## config.mk

```make
export PLATFORM = sky130hd
export DESIGN_NAME = adcbr_top
export DESIGN_NICKNAME = d
export VERILOG_FILES = /design/src/design/adcbr_sync2.v /design/src/design/adcbr_top.v
export VERILOG_INCLUDE_DIRS = /design/src /design/src/design
export SDC_FILE = /design/constraint.sdc
export NUM_CORES = 1
export LEC_CHECK = 0
export BUFFER_PORTS_ARGS = -buffer_cell sky130_fd_sc_hd__buf_2
export CORE_MARGIN = 2
export CORE_UTILIZATION = 53
export DETAILED_ROUTE_END_ITERATION = 10
export GPL_TIMING_DRIVEN = 0
export PLACE_DENSITY_LB_ADDON = 0.2
export REMOVE_ABC_BUFFERS = 1
export SLEW_MARGIN = 5
export SYNTH_ARGS = -nofsm -noshare
export SYNTH_HDL_FRONTEND = slang
export SYNTH_SLANG_ARGS = --single-unit
export TNS_END_PERCENT = 20
```

## constraint.sdc

```tcl
create_clock -name mclk -period 2.1 [get_ports mclk]
set_input_delay 0 -clock mclk [delete_from_list [all_inputs] [get_ports mclk]]
set_output_delay 0 -clock mclk [all_outputs]
set_load 0.02 [all_outputs]
```

## src/design/adcbr_defines.vh

```
`ifndef ADCBR_DEFINES_VH
`define ADCBR_DEFINES_VH

`define ADCBR_RES_W        14
`define ADCBR_WORD_W       16
`define ADCBR_BYTE_W       8
`define ADCBR_PAD          2'b00
`define ADCBR_HI_MSB       15
`define ADCBR_HI_LSB       8
`define ADCBR_LO_MSB       7
`define ADCBR_LO_LSB       0
`define ADCBR_SIGN_BIT     13
`define ADCBR_RESET_US     10
`define ADCBR_CLK_MHZ      100
`define ADCBR_CONV_CYC     16'h0320
`define ADCBR_ZERO14       14'h0000
`define ADCBR_ZERO16       16'h0000
`define ADCBR_ZERO8        8'h00

`define ADCBR_ST_RESET     2'b00
`define ADCBR_ST_IDLE      2'b01
`define ADCBR_ST_CONV      2'b10

`endif

```

## src/design/adcbr_sync2.v

```verilog
`timescale 1ns/100ps
`default_nettype none

// two-flop synchroniser, one per bit
module adcbr_sync2 #(
  parameter W = 1
) (
  input  wire         mclk,
  input  wire         srst,
  input  wire [W-1:0] d,
  output wire [W-1:0] q
);

  reg [W-1:0] meta_ff;
  reg [W-1:0] sync_ff;

  genvar i;
  generate
    for (i = 0; i < W; i = i + 1) begin : g_bit
      always @(posedge mclk) begin
        if (srst) begin
          meta_ff[i] <= 1'b1;
          sync_ff[i] <= 1'b1;
        end else begin
          meta_ff[i] <= d[i];
          sync_ff[i] <= meta_ff[i];
        end
      end
    end
  endgenerate

  assign q = sync_ff;

endmodule // adcbr_sync2

`default_nettype wire

```

## src/design/adcbr_top.v

```verilog
`timescale 1ns/100ps
`default_nettype none
`include "adcbr_defines.vh"

module adcbr_top #(
  parameter integer RESET_CYC = `ADCBR_RESET_US * `ADCBR_CLK_MHZ,
  parameter integer CONV_CYC  = `ADCBR_CONV_CYC
) (
  input  wire        mclk,
  input  wire        srst,
  input  wire        sync_mode,
  input  wire        chip_sel_n,
  input  wire        out_en_n,
  input  wire        upper_byte_sel,
  input  wire        conv_begin_n,
  input  wire        done_flag_out_en_n,
  input  wire        bipolar_offset_pin,
  input  wire [13:0] sample_code,
  output reg  [7:0]  byte_out_bus,
  output wire        byte_out_oe,
  output wire        done_flag_out,
  output wire        done_flag_oe,
  output wire        result_valid,
  output wire        logic_ready
);

  localparam [1:0] ST_RESET = `ADCBR_ST_RESET;
  localparam [1:0] ST_IDLE  = `ADCBR_ST_IDLE;
  localparam [1:0] ST_CONV  = `ADCBR_ST_CONV;

  wire [6:0] pins_s;
  wire       mode_s  = pins_s[0];
  wire       cs_n_s  = pins_s[1];
  wire       oe_n_s  = pins_s[2];
  wire       upper_s = pins_s[3];
  wire       begin_n_s = pins_s[4];
  wire       den_n_s = pins_s[5];
  wire       bip_s   = pins_s[6];

  adcbr_sync2 #(
    .W (7)
  ) u_sync (
    .mclk (mclk),
    .srst (srst),
    .d    ({bipolar_offset_pin, done_flag_out_en_n, conv_begin_n, upper_byte_sel,
            out_en_n, chip_sel_n, sync_mode}),
    .q    (pins_s)
  );

  reg  [1:0]  state_ff;
  reg  [1:0]  nxt_state;
  reg  [31:0] cnt_ff;
  reg  [31:0] nxt_cnt;
  reg         begin_n_d_ff;
  reg  [13:0] code_ff;
  reg  [13:0] nxt_code;
  reg  [15:0] word_ff;
  reg  [15:0] nxt_word;
  reg         valid_ff;
  reg         nxt_valid;

  // sample taken on the start, converted code appears at completion
  reg  [13:0] held_ff;
  reg  [13:0] nxt_held;

  wire begin_fall = begin_n_d_ff & ~begin_n_s;
  // sync start also fires if chip select falls while start is low
  reg  cs_n_d_ff;
  wire cs_fall = cs_n_d_ff & ~cs_n_s;
  wire start   = mode_s ? ((begin_fall & ~cs_n_s) | (cs_fall & ~begin_n_s)) : begin_fall;

  wire converting = (state_ff != ST_IDLE);

  // coding: straight binary, or twos complement by flipping the sign bit
  wire [13:0] coded = bip_s ? {~held_ff[`ADCBR_SIGN_BIT], held_ff[12:0]} : held_ff;

  always @* begin
    nxt_state = state_ff;
    nxt_cnt   = cnt_ff;
    nxt_code  = code_ff;
    nxt_held  = held_ff;
    nxt_word  = word_ff;
    nxt_valid = valid_ff;
    case (state_ff)
      ST_RESET: begin
        // ignore starts until internal reset time has elapsed
        if (cnt_ff >= RESET_CYC - 1) begin
          nxt_state = ST_IDLE;
          nxt_cnt   = 32'h0000_0000;
        end else begin
          nxt_cnt = cnt_ff + 32'h0000_0001;
        end
      end
      ST_IDLE: begin
        if (start) begin
          nxt_state = ST_CONV;
          nxt_held  = sample_code;
          nxt_valid = 1'b0;
          nxt_cnt   = 32'h0000_0000;
        end
      end
      ST_CONV: begin
        if (cnt_ff >= CONV_CYC - 1) begin
          nxt_state = ST_IDLE;
          nxt_code  = coded;
          nxt_word  = {coded, `ADCBR_PAD};
          nxt_valid = 1'b1;
          nxt_cnt   = 32'h0000_0000;
        end else begin
          nxt_cnt = cnt_ff + 32'h0000_0001;
        end
      end
      default: begin
        nxt_state = ST_IDLE;
      end
    endcase
  end

  always @(posedge mclk) begin
    if (srst) begin
      state_ff  <= ST_RESET;
      cnt_ff    <= 32'h0000_0000;
      begin_n_d_ff <= 1'b1;
      cs_n_d_ff <= 1'b1;
      code_ff   <= `ADCBR_ZERO14;
      held_ff   <= `ADCBR_ZERO14;
      word_ff   <= `ADCBR_ZERO16;
      valid_ff  <= 1'b0;
    end else begin
      state_ff  <= nxt_state;
      cnt_ff    <= nxt_cnt;
      begin_n_d_ff <= begin_n_s;
      cs_n_d_ff <= cs_n_s;
      code_ff   <= nxt_code;
      held_ff   <= nxt_held;
      word_ff   <= nxt_word;
      valid_ff  <= nxt_valid;
    end
  end

  // byte steering is registered; reads never disturb word_ff
  always @(posedge mclk) begin
    if (srst) begin
      byte_out_bus <= `ADCBR_ZERO8;
    end else if (upper_s) begin
      byte_out_bus <= word_ff[`ADCBR_LO_MSB:`ADCBR_LO_LSB];
    end else begin
      byte_out_bus <= word_ff[`ADCBR_HI_MSB:`ADCBR_HI_LSB];
    end
  end

  assign byte_out_oe = ~cs_n_s & ~oe_n_s;

  // sync: push-pull when enabled and chip selected; async: drive only the low level
  assign done_flag_out = mode_s ? ~converting : 1'b0;
  assign done_flag_oe  = mode_s ? (~den_n_s & ~cs_n_s)
                                : (~den_n_s & converting);
  assign result_valid  = valid_ff;
  assign logic_ready   = (state_ff != ST_RESET);

endmodule // adcbr_top

`default_nettype wire

```

# Word level (Yosys, flattened, before mapping)
# Index checks and enable logic that the tools add are counted.
# classes
n_bitwise	14
eq_ne	6
addsub	1
mux	16
n_reduce_logical	10
n_lt_le_gt_ge	2
# ops
op	n
$mux 32	3
$pmux 32 s3	1
$ge 32x10->1 const B	2
$add 32x1->32 const B	1
$mux 14	1
$mux 8	1
$and 1x1->1	7
$mux 2	3
$ne 2x2->1 const B	3
$not 1->1	6
$pmux 2 s3	1
$reduce_and 2->1	3
$reduce_and 3->1	2
$mux 1	5
$reduce_bool 2->1	2
$reduce_bool 3->1	1
$eq 2x1->1 const B	1
$eq 2x2->1 const B	1
$logic_not 2->1	1
$ne 2x1->1 const B	1
$pmux 1 s2	1
$reduce_or 2->1	1
$or 1x1->1	1
# word_totals
output_inout_bits	13
inputBits	23
ff_bits	87

# Longest topological paths before layout
# Gate-level depths: netlist of the first run.
# depth
word_depth	7
depth_mapped	8
ltp_nobuf	6

# By module
# Synthesis of the first run repeated with hierarchy kept, for this count alone.
# unflattened
cells_unflattened	402
hier_area_um2	3764.9
# by_module_without_submodules
mod	n_inst	seq_area_each_um2	cells_per_inst	area_per_inst_um2
adcbr_top	1	1461.4	373	3385.7
adcbr_sync2	1	280.3	29	379.1

# Worst setup path after synthesis of the first run
# No wires, ideal clock.
# synth_path
kind	register to register
start	reg cnt_ff[10]
end	reg cnt_ff[2]
path_buffers	1
t_arrival_ps	2002
synth_period_minus_slack_ps	2145
stages_incl_launch_ff	7
required_ps	1957
slack_ps	-45
cell_sequence	dfxtp_1 or4_4 or3_1 o311a_1 o21ai_4 buf_6 a211oi_1
# synth_between
elab_chain_cells	3
word_cells_on_any_way	5
cone_classes	2 x order compare; 3 x mux
# synth_lines
element	line	text
from (decl)	adcbr_top.v:52	reg [31:0] cnt_ff;
from (signal assigned)	adcbr_top.v:131	cnt_ff <= nxt_cnt;
$ge 32x10->1 (on tied branches)	adcbr_top.v:103, adcbr_top.v:87	
$mux 32 (on tied branches)	adcbr_top.v:103, adcbr_top.v:87	
$pmux 32 s3 (*)	adcbr_top.v:84	case (state_ff)
# Every way passes the cells marked *; elsewhere a longest branch is shown, timed or not.
# A chain may end at the register's enable or synchronous reset.

# Worst setup path in the final report of the first run
# layout_path
start	reg cnt_ff[10]
end	reg cnt_ff[7]
# The elaborated chain is that of the path after synthesis.

==> results.json, run 1 <==
{
  "status": "complete, but fails checks",
  "violations": "negative setup slack",
  "viasPerCell": 5.81,
  "die_y_um": 88.4,
  "critical_path_arrival_ns": 2.40,
  "setup.worst_path.start_class": "register",
  "grt_use_total_pct": 23.4,
  "fin_skew_ns": 0.0136,
  "p_per_area_nw_per_um2": 866,
  "synth_edf_count": 0,
  "drive_gt1_share_pct": 25.8,
  "cts-root-buf": "clkbuf_8",
  "routed_wl_um": 8930,
  "synth_area_leaders": "dfxtp_1 (46%), a211oi_1 (5.2%), nand3_1 (4.6%), a21oi_1 (4.5%), xnor2_1 (4.2%)",
  "p_clk_share_pct": 30.5,
  "netlist_instances": 407,
  "vias": 3234,
  "min_period_ns": 2.20,
  "yosys_warnings": 0,
  "intPower_mw": 2.75,
  "clockBufferDepth": 2,
  "p_comb_share_pct": 26.6,
  "vdd_drop_max_uv": 534,
  "reg2reg_slack_ns": -0.10,
  "ff2ff_path_depth": 6,
  "p_switching_mw": 1.31,
  "hold-path-endpoint": "byte_out_bus[4]$_SDFF_PP0_",
  "crit_type": "reg2reg",
  "port_buffers": 35,
  "hold_path.class": "in2reg",
  "tns_ns": -2.53,
  "seq_area_frac_synth_pct": 46.1,
  "critPathMaxStageDelay_ns": 0.55,
  "start_util_pct": 55.3,
  "final-seq-area_um2": 1750,
  "hold_violations": 0,
  "detail_route.first_pass.iterations": 4,
  "max_freq_mhz": 454,
  "io_pins": 36,
  "die_x_um": 88.4,
  "grt_max_degree": 90,
  "holdPathStages": 2,
  "slew_viol_final": 0,
  "overflow": 0,
  "slowest_stage": "or4_4",
  "ys_types": 50,
  "antenna_found_initial": 0,
  "setup_ws_ns": -0.104,
  "design.core.area_um2": 6830,
  "switching_share_pct": 32.4,
  "synth_area_um2": 3780,
  "multi_input_area_um2": 2050,
  "netlist.area_leader.share_pct": 46.1,
  "fill_cells": 550,
  "critPathMaxFanout": 7,
  "post-route-util_pct": 68.7,
  "syn_to_final_growth_pct": 24.2,
  "synth-main-ff-cell": "dfxtp_1",
  "cts_tree": "done",
  "routedWlPerCell_um": 16.0,
  "path_clk_slew_ns": 0.09,
  "layout_commonest_cell": "dfxtp_1",
  "syn_area_per_cell_um2": 9.28,
  "cts-buffers-inserted": 9,
  "placed_cell_area_um2": 3980,
  "async_flop_share_pct": 0,
  "worst-path-buf-inv": 1,
  "timing.hold.ws_ns": 0.213,
  "dp_hpwl_um": 4860,
  "drt_iter0_drc": 243,
  "path_cells": "or4_4 > or3_4 > o311a_4 > o21ai_4 > buf_12 > a211oi_2",
  "cts_sinks": 87,
  "cp.required_ns": 2.30,
  "tightestPinTransition_ns": 0.904,
  "min_period_over_period_pct": 105,
  "final_area_um2": 4690,
  "cellLeakagePower_nw": 1.56,
  "htreeDepth": 3,
  "synth_largest_area_cell": "dfxtp_1",
  "cap_violations": 0,
  "fp.dieArea_um2": 7820,
  "drc": 0,
  "rsz0062_at_grt": "yes",
  "final_cell_mix": "dfxtp_1 (86), nand3_1 (35), buf_2 (34)",
  "critPathTopFamily": "simple AND/OR/NAND/NOR gates",
  "ant_nets": 0,
  "finalWeightedCongestion": 0.837,
  "setup_viol_count_final": 34,
  "end_kind": "register",
  "diodes": 0,
  "r2r-start": "cnt_ff[10]$_SDFFE_PP0P_",
  "worstReg2RegEnd": "cnt_ff[7]$_SDFFE_PP0P_",
  "slew_headroom_pct": 39.7,
  "power_frac_seq_pct": 42.9,
  "insertion_delay_ns": 0.36,
  "grt_pass1_vias": 3156,
  "fp-row-count": 30,
  "ys_ff_latch": 87,
  "grt_pass1_wl_um": 14400,
  "fin_nets": 484,
  "hp-start": "srst"
}
-- cell type report --
class	instances	share of cell area, %
inverters	8	0.640
clock inverters	6	1.60
clock buffers	10	2.93
repair buffers	68	11.4
multi-input cells	282	43.7
flip-flops and latches	87	37.2
well taps	96	2.56
-- metrics by stage --
step | total power [mW] | cells | worst slack (ns)
floorplan | 2.22 | 375 | -1.17
global placement | 2.42 | 506 | -2.14
detailed placement | 2.50 | 508 | -0.640
CTS | 3.94 | 552 | -0.136
global route | 4.22 | 557 | -0.160
finish | 4.06 | 557 | -0.104
-- worst max-delay path by stage --
stage                              from  cells past startpoint                 endpoint  slack, ns
2_1_floorplan  state_ff[1]$_SDFFE_PP0P_                      6  cnt_ff[14]$_SDFFE_PP0P_      -1.17
3_3_place_gp   state_ff[1]$_SDFFE_PP0P_                      6   cnt_ff[4]$_SDFFE_PP0P_      -2.14
3_5_place_dp    cnt_ff[10]$_SDFFE_PP0P_                      5   cnt_ff[1]$_SDFFE_PP0P_      -0.64
4_1_cts         cnt_ff[10]$_SDFFE_PP0P_                      6  cnt_ff[19]$_SDFFE_PP0P_      -0.14
5_1_grt         cnt_ff[10]$_SDFFE_PP0P_                      6   cnt_ff[7]$_SDFFE_PP0P_      -0.16
6_report        cnt_ff[10]$_SDFFE_PP0P_                      6   cnt_ff[7]$_SDFFE_PP0P_      -0.10
-- repair_timing --
item / in CTS / in global routing
endpoints found under the hold margin: 21 / 0
buffers inserted: 6 / 4
setup endpoints to repair: 63 / 50
hold buffers: 21 / 0
resized for setup: 11 / 21
pin swaps: 3 / 11
cloned: 1 / 1
-- worst register-to-register path, delay by kind of cell, from the launching register on --
| family | cells | cell delay, ns |
|---|---|---|
| and+or+nand+nor | 2 | 0.91 |
| buffers and inverters | 1 | 0.16 |
| AOI/OAI and AO/OA | 3 | 0.62 |
| DFF | 1 | 0.37 |
-- power groups by stage --
stage	clock (mW)	combinational [mW]	sequential, mW
after floorplan	0	0.461	1.76
after global placement	0	0.651	1.77
after detailed placement	0	0.729	1.78
after CTS	1.26	0.942	1.74
after global routing	1.32	1.15	1.75
final	1.24	1.08	1.74
-- kinds of logic (layout without fill, tap and decap cells) --
group	count (synthesis)	in the layout	share of synthesized area (%)
compound gates	101	103	18.6
xor+xnor	24	24	5.56
fa+ha+maj	5	5	1.66
buf+inv	40	92	4.77
flops	87	87	46.1
mux	6	6	1.59
simple gates	144	144	21.7
-- cell usage after synthesis, types with 2 or more instances --
cell       number
clkbuf_1       27
o22a_1          2
nor4_2          4
mux2i_1         6
buf_6           4
xnor2_1        18
nand3_1        35
nor3b_1         2
xor2_1          6
o2111ai_1       2
a41oi_1         2
nor3_1          7
o211ai_1        2
ha_1            5
and2_1          4
or2_2          16
inv_1           8
dfxtp_1        87
and3_1          2
or4_4           2
nand4_1         7
and4_1          5
o21ai_0        13
a31oi_1         3
nand2_1        26
a211oi_1       26
a21oi_1        34
nor2_1         12
a211oi_2        6
nor4_1         14
-- registers in the layout, summed over array words and instances (netlist names) --
signal / cells
result_valid: 1
cnt_ff: 32
cs_n_d_ff: 1
u_sync.meta_ff: 7
u_sync.q: 7
word_ff: 14
begin_n_d_ff: 1
byte_out_bus: 8
held_ff: 14
state_ff: 2
-- metal layers --
layer  routed length (um)  part of all wire (%)  global-route usage, %
met1                 4080                    46                   31.3
met2                 4310                    48                   37.8
met3                  395                   4.4                   3.73
met4                  138                   1.5                   9.78
met5                    0                     0                      0
No activity file was read; power rests on OpenSTA's default activity.
==> run 2, diff against run 1 <==
--- a/config.mk
+++ b/config.mk
@@ -6,9 +6,10 @@
 export SDC_FILE = /design/constraint.sdc
 export NUM_CORES = 1
 export LEC_CHECK = 0
+export ABC_AREA = 1
 export BUFFER_PORTS_ARGS = -buffer_cell sky130_fd_sc_hd__buf_2
 export CORE_MARGIN = 2
-export CORE_UTILIZATION = 53
+export CORE_UTILIZATION = 57
 export DETAILED_ROUTE_END_ITERATION = 10
 export GPL_TIMING_DRIVEN = 0
 export PLACE_DENSITY_LB_ADDON = 0.2
==> constraint.sdc (replaced) <==
create_clock -name mclk -period 2.25 [get_ports mclk]
set_input_delay 0 -clock mclk [delete_from_list [all_inputs] [get_ports mclk]]
set_output_delay 0 -clock mclk [all_outputs]
set_load 0.02 [all_outputs]
==> run 2 against run 1 <==
Against the previous run: hold slack got worse by 0.044 ns; count of clock-buffer cells in the layout fell by 1; the flow now finishes without violations; register-to-register slack improved by 0.51 ns; largest cell class is now sequential cells; critical endpoint is now cnt_ff[6]$_SDFFE_PP0P_; sequential share of layout area rose by 8.6 points; sequential cell count did not move.
==> results.json, run 2 <==
{
  "status": "complete, no violations",
  "slew_headroom_pct": 30.7,
  "path_clk_slew_ns": 0.08,
  "antenna_found_initial": 0,
  "reg2reg_slack_ns": 0.40,
  "dpl_worst_slack_ns": 0.173,
  "vias": 2451,
  "max_freq_mhz": 541,
  "regMostFlops": "cnt_ff",
  "routed_wl_um": 5610,
  "yosys_warnings": 0,
  "holdPathStages": 2,
  "fin_skew_ns": 0.00966,
  "final_cells": 511,
  "syn_to_final_growth_pct": 18.1,
  "synth-main-ff-cell": "dfxtp_1",
  "hold-path-endpoint": "cnt_ff[30]$_SDFFE_PP0P_",
  "min_period_ns": 1.85,
  "hold_violations": 0,
  "tns_ns": 0,
  "detail_route.first_pass.iterations": 4,
  "largest_reg_flops": 32,
  "critPathMaxFanout": 27,
  "overflow": 0,
  "netlist_instances": 384,
  "port_buffers": 35,
  "synth_area_leaders": "dfxtp_1 (54%), nor2_1 (7.6%), nand2_1 (5.1%), a21oi_1 (4.3%), o21ai_0 (4.3%)",
  "fp.dieArea_um2": 6270,
  "cp.required_ns": 2.49,
  "synth_common_cells": "dfxtp_1 (87), nor2_1 (65), nand2_1 (44), inv_1 (33)",
  "placed_cell_area_um2": 3390,
  "start_util_pct": 58.9,
  "yosysMostFrequentCell": "dfxtp_1",
  "layout_commonest_cell": "dfxtp_1",
  "cts_tree": "done",
  "grt_pass1_wl_um": 9720,
  "final_cell_mix": "dfxtp_1 (87), nor2_1 (65), nand2_1 (44)",
  "viasPerCell": 4.80,
  "design.core.area_um2": 5470,
  "die_y_um": 79.2,
  "synth_largest_area_cell": "dfxtp_1",
  "r2r-start": "state_ff[1]$_SDFFE_PP0P_",
  "setup.worst_path.start_class": "register",
  "cts-root-buf": "clkbuf_8",
  "hp-start": "srst",
  "synth_edf_count": 0,
  "async_flop_share_pct": 0,
  "dp_hpwl_um": 3450,
  "finalWeightedCongestion": 0.838,
  "dp.cells": 474,
  "insertion_delay_ns": 0.36,
  "worstReg2RegEnd": "cnt_ff[6]$_SDFFE_PP0P_",
  "ys_types": 34,
  "ant_nets": 0,
  "diodes": 0,
  "fp-row-count": 27,
  "grt_max_degree": 44,
  "setup_ws_ns": 0.402,
  "cellLeakagePower_nw": 1.60,
  "slew_viol_final": 0,
  "final_area_um2": 3810,
  "fill_cells": 467,
  "netlist.area_leader.share_pct": 54.0,
  "critical_path_arrival_ns": 2.09,
  "post_cts_buffers": 0,
  "cts-buffers-inserted": 9,
  "min_period_over_period_pct": 82.1,
  "syn_area_per_cell_um2": 8.39,
  "die_x_um": 79.2,
  "rsz0062_at_grt": "no",
  "vdd_drop_max_uv": 508,
  "crit_type": "reg2reg",
  "ys_ff_latch": 87,
  "fin_nets": 462,
  "routedWlPerCell_um": 11.0,
  "setup_viol_count_final": 0,
  "grt_use_total_pct": 19.9,
  "clockBufferDepth": 2,
  "htreeDepth": 3,
  "hold_path.class": "in2reg",
  "drc": 0,
  "top_regs": "cnt_ff (32), held_ff (14), word_ff (14)",
  "ff2ff_path_depth": 8,
  "cts_sinks": 87,
  "p_per_area_nw_per_um2": 798,
  "cap_violations": 0,
  "drive_gt1_share_pct": 20.5,
  "end_kind": "register",
  "drt_iter0_drc": 140,
  "synth_area_um2": 3220,
  "io_pins": 36,
  "tightestPinTransition_ns": 1.04,
  "grt_pass1_vias": 2306,
  "seq_area_frac_synth_pct": 54.0
}
==> run 2: where the power goes <==
part	internal [mW]	total (mW)	switching, mW
logic	0.131	0.332	0.201
registers	1.58	1.61	0.0287
clock network	0.526	1.10	0.573
total	2.24	3.04	0.802
==> run 2: layout make-up <==
class | instances | area, um2 | area share [%]
well taps | 72 | 90.1 | 2.37
clock buffers | 9 | 124 | 3.25
flip-flops and latches | 87 | 1740 | 45.7
multi-input cells | 244 | 1250 | 32.8
clock inverters | 7 | 78.8 | 2.07
inverters | 36 | 140 | 3.68
repair buffers | 56 | 385 | 10.1
==> run 2: critical path, cell delays in order (launching register included) <==
cell,delay [ns]
dfxtp_1,0.39
inv_1,0.08
ha_1,0.27
nand2_2,0.17
nand2_4,0.20
inv_2,0.22
nand3_1,0.12
nand2_1,0.20
nor2_1,0.07
==> run 2: repair_timing <==
item,in CTS,in global routing
endpoints found under the hold margin,21,0
endpoints found under the setup margin,0,5
gates resized for setup,0,1
hold buffers,21,0
==> run 2: worst max path at each step <==
stage | startpoint | to | slack, ns
2_1_floorplan | state_ff[1]$_SDFFE_PP0P_ | held_ff[0]$_SDFFE_PP0P_ | 0.69
3_3_place_gp | state_ff[1]$_SDFFE_PP0P_ | held_ff[5]$_SDFFE_PP0P_ | 0.16
3_5_place_dp | state_ff[1]$_SDFFE_PP0P_ | held_ff[12]$_SDFFE_PP0P_ | 0.17
4_1_cts | state_ff[1]$_SDFFE_PP0P_ | held_ff[12]$_SDFFE_PP0P_ | 0.18
5_1_grt | state_ff[1]$_SDFFE_PP0P_ | cnt_ff[0]$_SDFFE_PP0P_ | 0.22
6_report | state_ff[1]$_SDFFE_PP0P_ | cnt_ff[6]$_SDFFE_PP0P_ | 0.40
==> run 2: logic make-up (layout without fill, tap and decap cells) <==
kind of cell,after synthesis,count (layout),synth area share (%)
AO/OA/AOI/OAI,70,70,11.9
XOR/XNOR,6,6,1.63
adder cells (fa/ha/maj),5,5,1.94
buffers and inverters,53,108,7.41
flip-flops,87,87,54.0
AND/OR/NAND/NOR,163,163,23.1
==> run 2: through the flow <==
| stage | hold slack [ns] | power (mW) | util (%) |
|---|---|---|---|
| finish | 0.170 | 3.04 | 69.6 |
| global route | 0.199 | 3.19 | 69.6 |
| CTS | 0.163 | 3.07 | 69.5 |
| detailed placement | 0.187 | 1.95 | 61.9 |
| global placement | 0.182 | 1.94 | 61.9 |
| floorplan | 0.0624 | 1.85 | - |
==> run 2: metal layers <==
metal / wire [um] / vias to the layer above / track usage, %
li1: - / 1316 / -
met1: 2610 / 1076 / 24.1
met2: 2640 / 48 / 32.6
met3: 240 / 11 / 5.11
met4: 111 / 0 / 10.3
met5: 0 / - / 0
==> run 3, diff against run 2 <==
--- a/config.mk
+++ b/config.mk
@@ -9,7 +9,7 @@
 export ABC_AREA = 1
 export BUFFER_PORTS_ARGS = -buffer_cell sky130_fd_sc_hd__buf_2
 export CORE_MARGIN = 2
-export CORE_UTILIZATION = 57
+export CORE_UTILIZATION = 51
 export DETAILED_ROUTE_END_ITERATION = 10
 export GPL_TIMING_DRIVEN = 0
 export PLACE_DENSITY_LB_ADDON = 0.2
==> constraint.sdc (replaced) <==
create_clock -name mclk -period 1.6 [get_ports mclk]
set_input_delay 0 -clock mclk [delete_from_list [all_inputs] [get_ports mclk]]
set_output_delay 0 -clock mclk [all_outputs]
set_load 0.02 [all_outputs]
==> run 3 against run 2 <==
Against the previous run: first-iteration DRC count shrank 34%; wire length grew 15%; via count grew 4.1%; sequential power grew 42%; global-route usage shrank 2.0 points; critical path depth grew 3; fmax grew 23%; count of clock-buffer cells in the layout is the same; design area grew 5.5%; sequential share of layout area shrank 2.2 points; cell count grew 2.3%; non-clock buffer count grew 6; critical path type unchanged.
==> results.json, run 3 (synthesis gave the netlist of run 2 again) <==
{
  "power_mw": 4.40,
  "cts-buffers-inserted": 9,
  "max_freq_mhz": 666,
  "ant_nets": 0,
  "start_util_pct": 53.5,
  "hold_violations": 0,
  "p_per_area_nw_per_um2": 1100,
  "dp.cells": 477,
  "setup_ws_ns": 0.0994,
  "ff2ff_path_depth": 11,
  "min_period_over_period_pct": 93.8,
  "critical_path_arrival_ns": 1.79,
  "regMostFlops": "cnt_ff",
  "htreeDepth": 3,
  "cp.required_ns": 1.89,
  "clockBufferDepth": 2,
  "final_cells": 523,
  "grt_pass1_wl_um": 10100,
  "fp-row-count": 28,
  "cts_sinks": 87,
  "fin_nets": 472,
  "dpl_worst_slack_ns": -0.465,
  "min_period_ns": 1.50,
  "end_kind": "register",
  "io_pins": 36,
  "port_buffers": 35,
  "crit_type": "reg2reg",
  "p_switching_mw": 1.18,
  "drive_gt1_share_pct": 24.3,
  "drc": 0,
  "holdPathStages": 2,
  "overflow": 0,
  "setup_viol_count_final": 0,
  "design.core.area_um2": 6030,
  "layout_commonest_cell": "dfxtp_1",
  "cts_tree": "done",
  "die_y_um": 83.5,
  "final_cell_mix": "dfxtp_1 (85), nor2_1 (65), nand2_1 (42)",
  "r2r-start": "cnt_ff[1]$_SDFFE_PP0P_",
  "reg2reg_slack_ns": 0.1,
  "fp.dieArea_um2": 6970,
  "p_clk_share_pct": 34.4,
  "dp_hpwl_um": 3530,
  "hold_path.class": "in2reg",
  "critPathMaxFanout": 7,
  "syn_to_final_growth_pct": 24.6,
  "insertion_delay_ns": 0.36,
  "p_comb_share_pct": 13.7,
  "setup.worst_path.start_class": "register",
  "crit_path_start": "cnt_ff[1]$_SDFFE_PP0P_",
  "switching_share_pct": 26.9,
  "finalWeightedCongestion": 0.785,
  "slew_headroom_pct": 50.1,
  "cellLeakagePower_nw": 1.66,
  "cts-root-buf": "clkbuf_8",
  "diodes": 0,
  "grt_max_degree": 44,
  "intPower_mw": 3.22,
  "routedWlPerCell_um": 12.3,
  "viasPerCell": 4.88,
  "grt_use_total_pct": 17.9,
  "path_clk_slew_ns": 0.09,
  "fill_cells": 500,
  "endpoint": "word_ff[2]$_SDFFE_PP0P_",
  "routed_wl_um": 6430,
  "tightestPinTransition_ns": 0.749,
  "slew_viol_final": 0,
  "die_x_um": 83.5,
  "grt_pass1_vias": 2393,
  "top_regs": "cnt_ff (32), held_ff (14), word_ff (14)",
  "worstReg2RegEnd": "word_ff[2]$_SDFFE_PP0P_",
  "largest_reg_flops": 32,
  "vias": 2552,
  "antenna_found_initial": 0,
  "detail_route.first_pass.iterations": 4,
  "status": "complete, no violations",
  "fin_skew_ns": 0.0101,
  "power_frac_seq_pct": 51.9,
  "drt_iter0_drc": 92,
  "cap_violations": 0,
  "vdd_drop_max_uv": 755
}
==> run 3: power by group through the flow <==
stage	clock [mW]	combinational [mW]	sequential, mW
3_3_place_gp	0	0.420	2.31
2_1_floorplan	0	0.298	2.31
6_report	1.51	0.601	2.29
4_1_cts	1.55	0.502	2.28
3_5_place_dp	0	0.427	2.31
5_1_grt	1.64	0.674	2.29
==> run 3: how the worst min path moves through the flow <==
stage                                  start                      endpoint
final                                   srst       cnt_ff[19]$_SDFFE_PP0P_
after global routing                    srst       cnt_ff[14]$_SDFFE_PP0P_
after CTS                               srst       cnt_ff[19]$_SDFFE_PP0P_
after detailed placement  done_flag_out_en_n  u_sync.meta_ff[5]$_SDFF_PP1_
after global placement          conv_begin_n  u_sync.meta_ff[4]$_SDFF_PP1_
after floorplan                         srst     result_valid$_SDFFE_PP0P_
==> run 3: per-layer routing <==
layer	vias to the layer above	wire, um	global-route usage (%)
li1	1340	-	-
met1	1151	3040	21.3
met2	44	3020	30.0
met3	17	204	4.55
met4	0	166	9.24
met5	-	0	0
==> run 3: cell type report <==
type	count	area (um2)	area share (%)
flip-flops and latches	87	1750	43.6
multi-input cells	245	1350	33.7
repair buffers	62	430	10.7
inverters	36	164	4.08
clock buffers	9	124	3.08
well taps	75	93.8	2.34
clock inverters	6	70.1	1.74
repair inverters	3	32.5	0.810
==> run 3: timing repair <==
action	in CTS	in global routing
hold buffers	21	0
buffers inserted	0	6
pin swaps	0	5
hold endpoints to repair	21	0
setup endpoints to repair	37	25
cloned	0	4
resized for setup	13	24
==> run 3: stage by stage <==
stage,TNS [ns],hold slack [ns],cell area (um2),util [%]
2_1_floorplan,0,0.0624,3120,-
3_3_place_gp,-9.88,0.182,3390,56.3
3_5_place_dp,-10.10,0.184,3390,56.3
4_1_cts,0,0.160,3850,64.0
5_1_grt,-0.0458,0.240,4020,66.7
6_report,0,0.197,4020,66.7
==> run 3: critical path: stages (launching register included) <==
cell     delay, ns
dfxtp_4       0.38
ha_4          0.15
nand2_4       0.06
nor2_4        0.11
nand2_2       0.08
nand2_2       0.09
nand2_4       0.07
nand2_4       0.09
nand2_8       0.10
inv_12        0.10
o21ai_0       0.07
a21oi_1       0.15
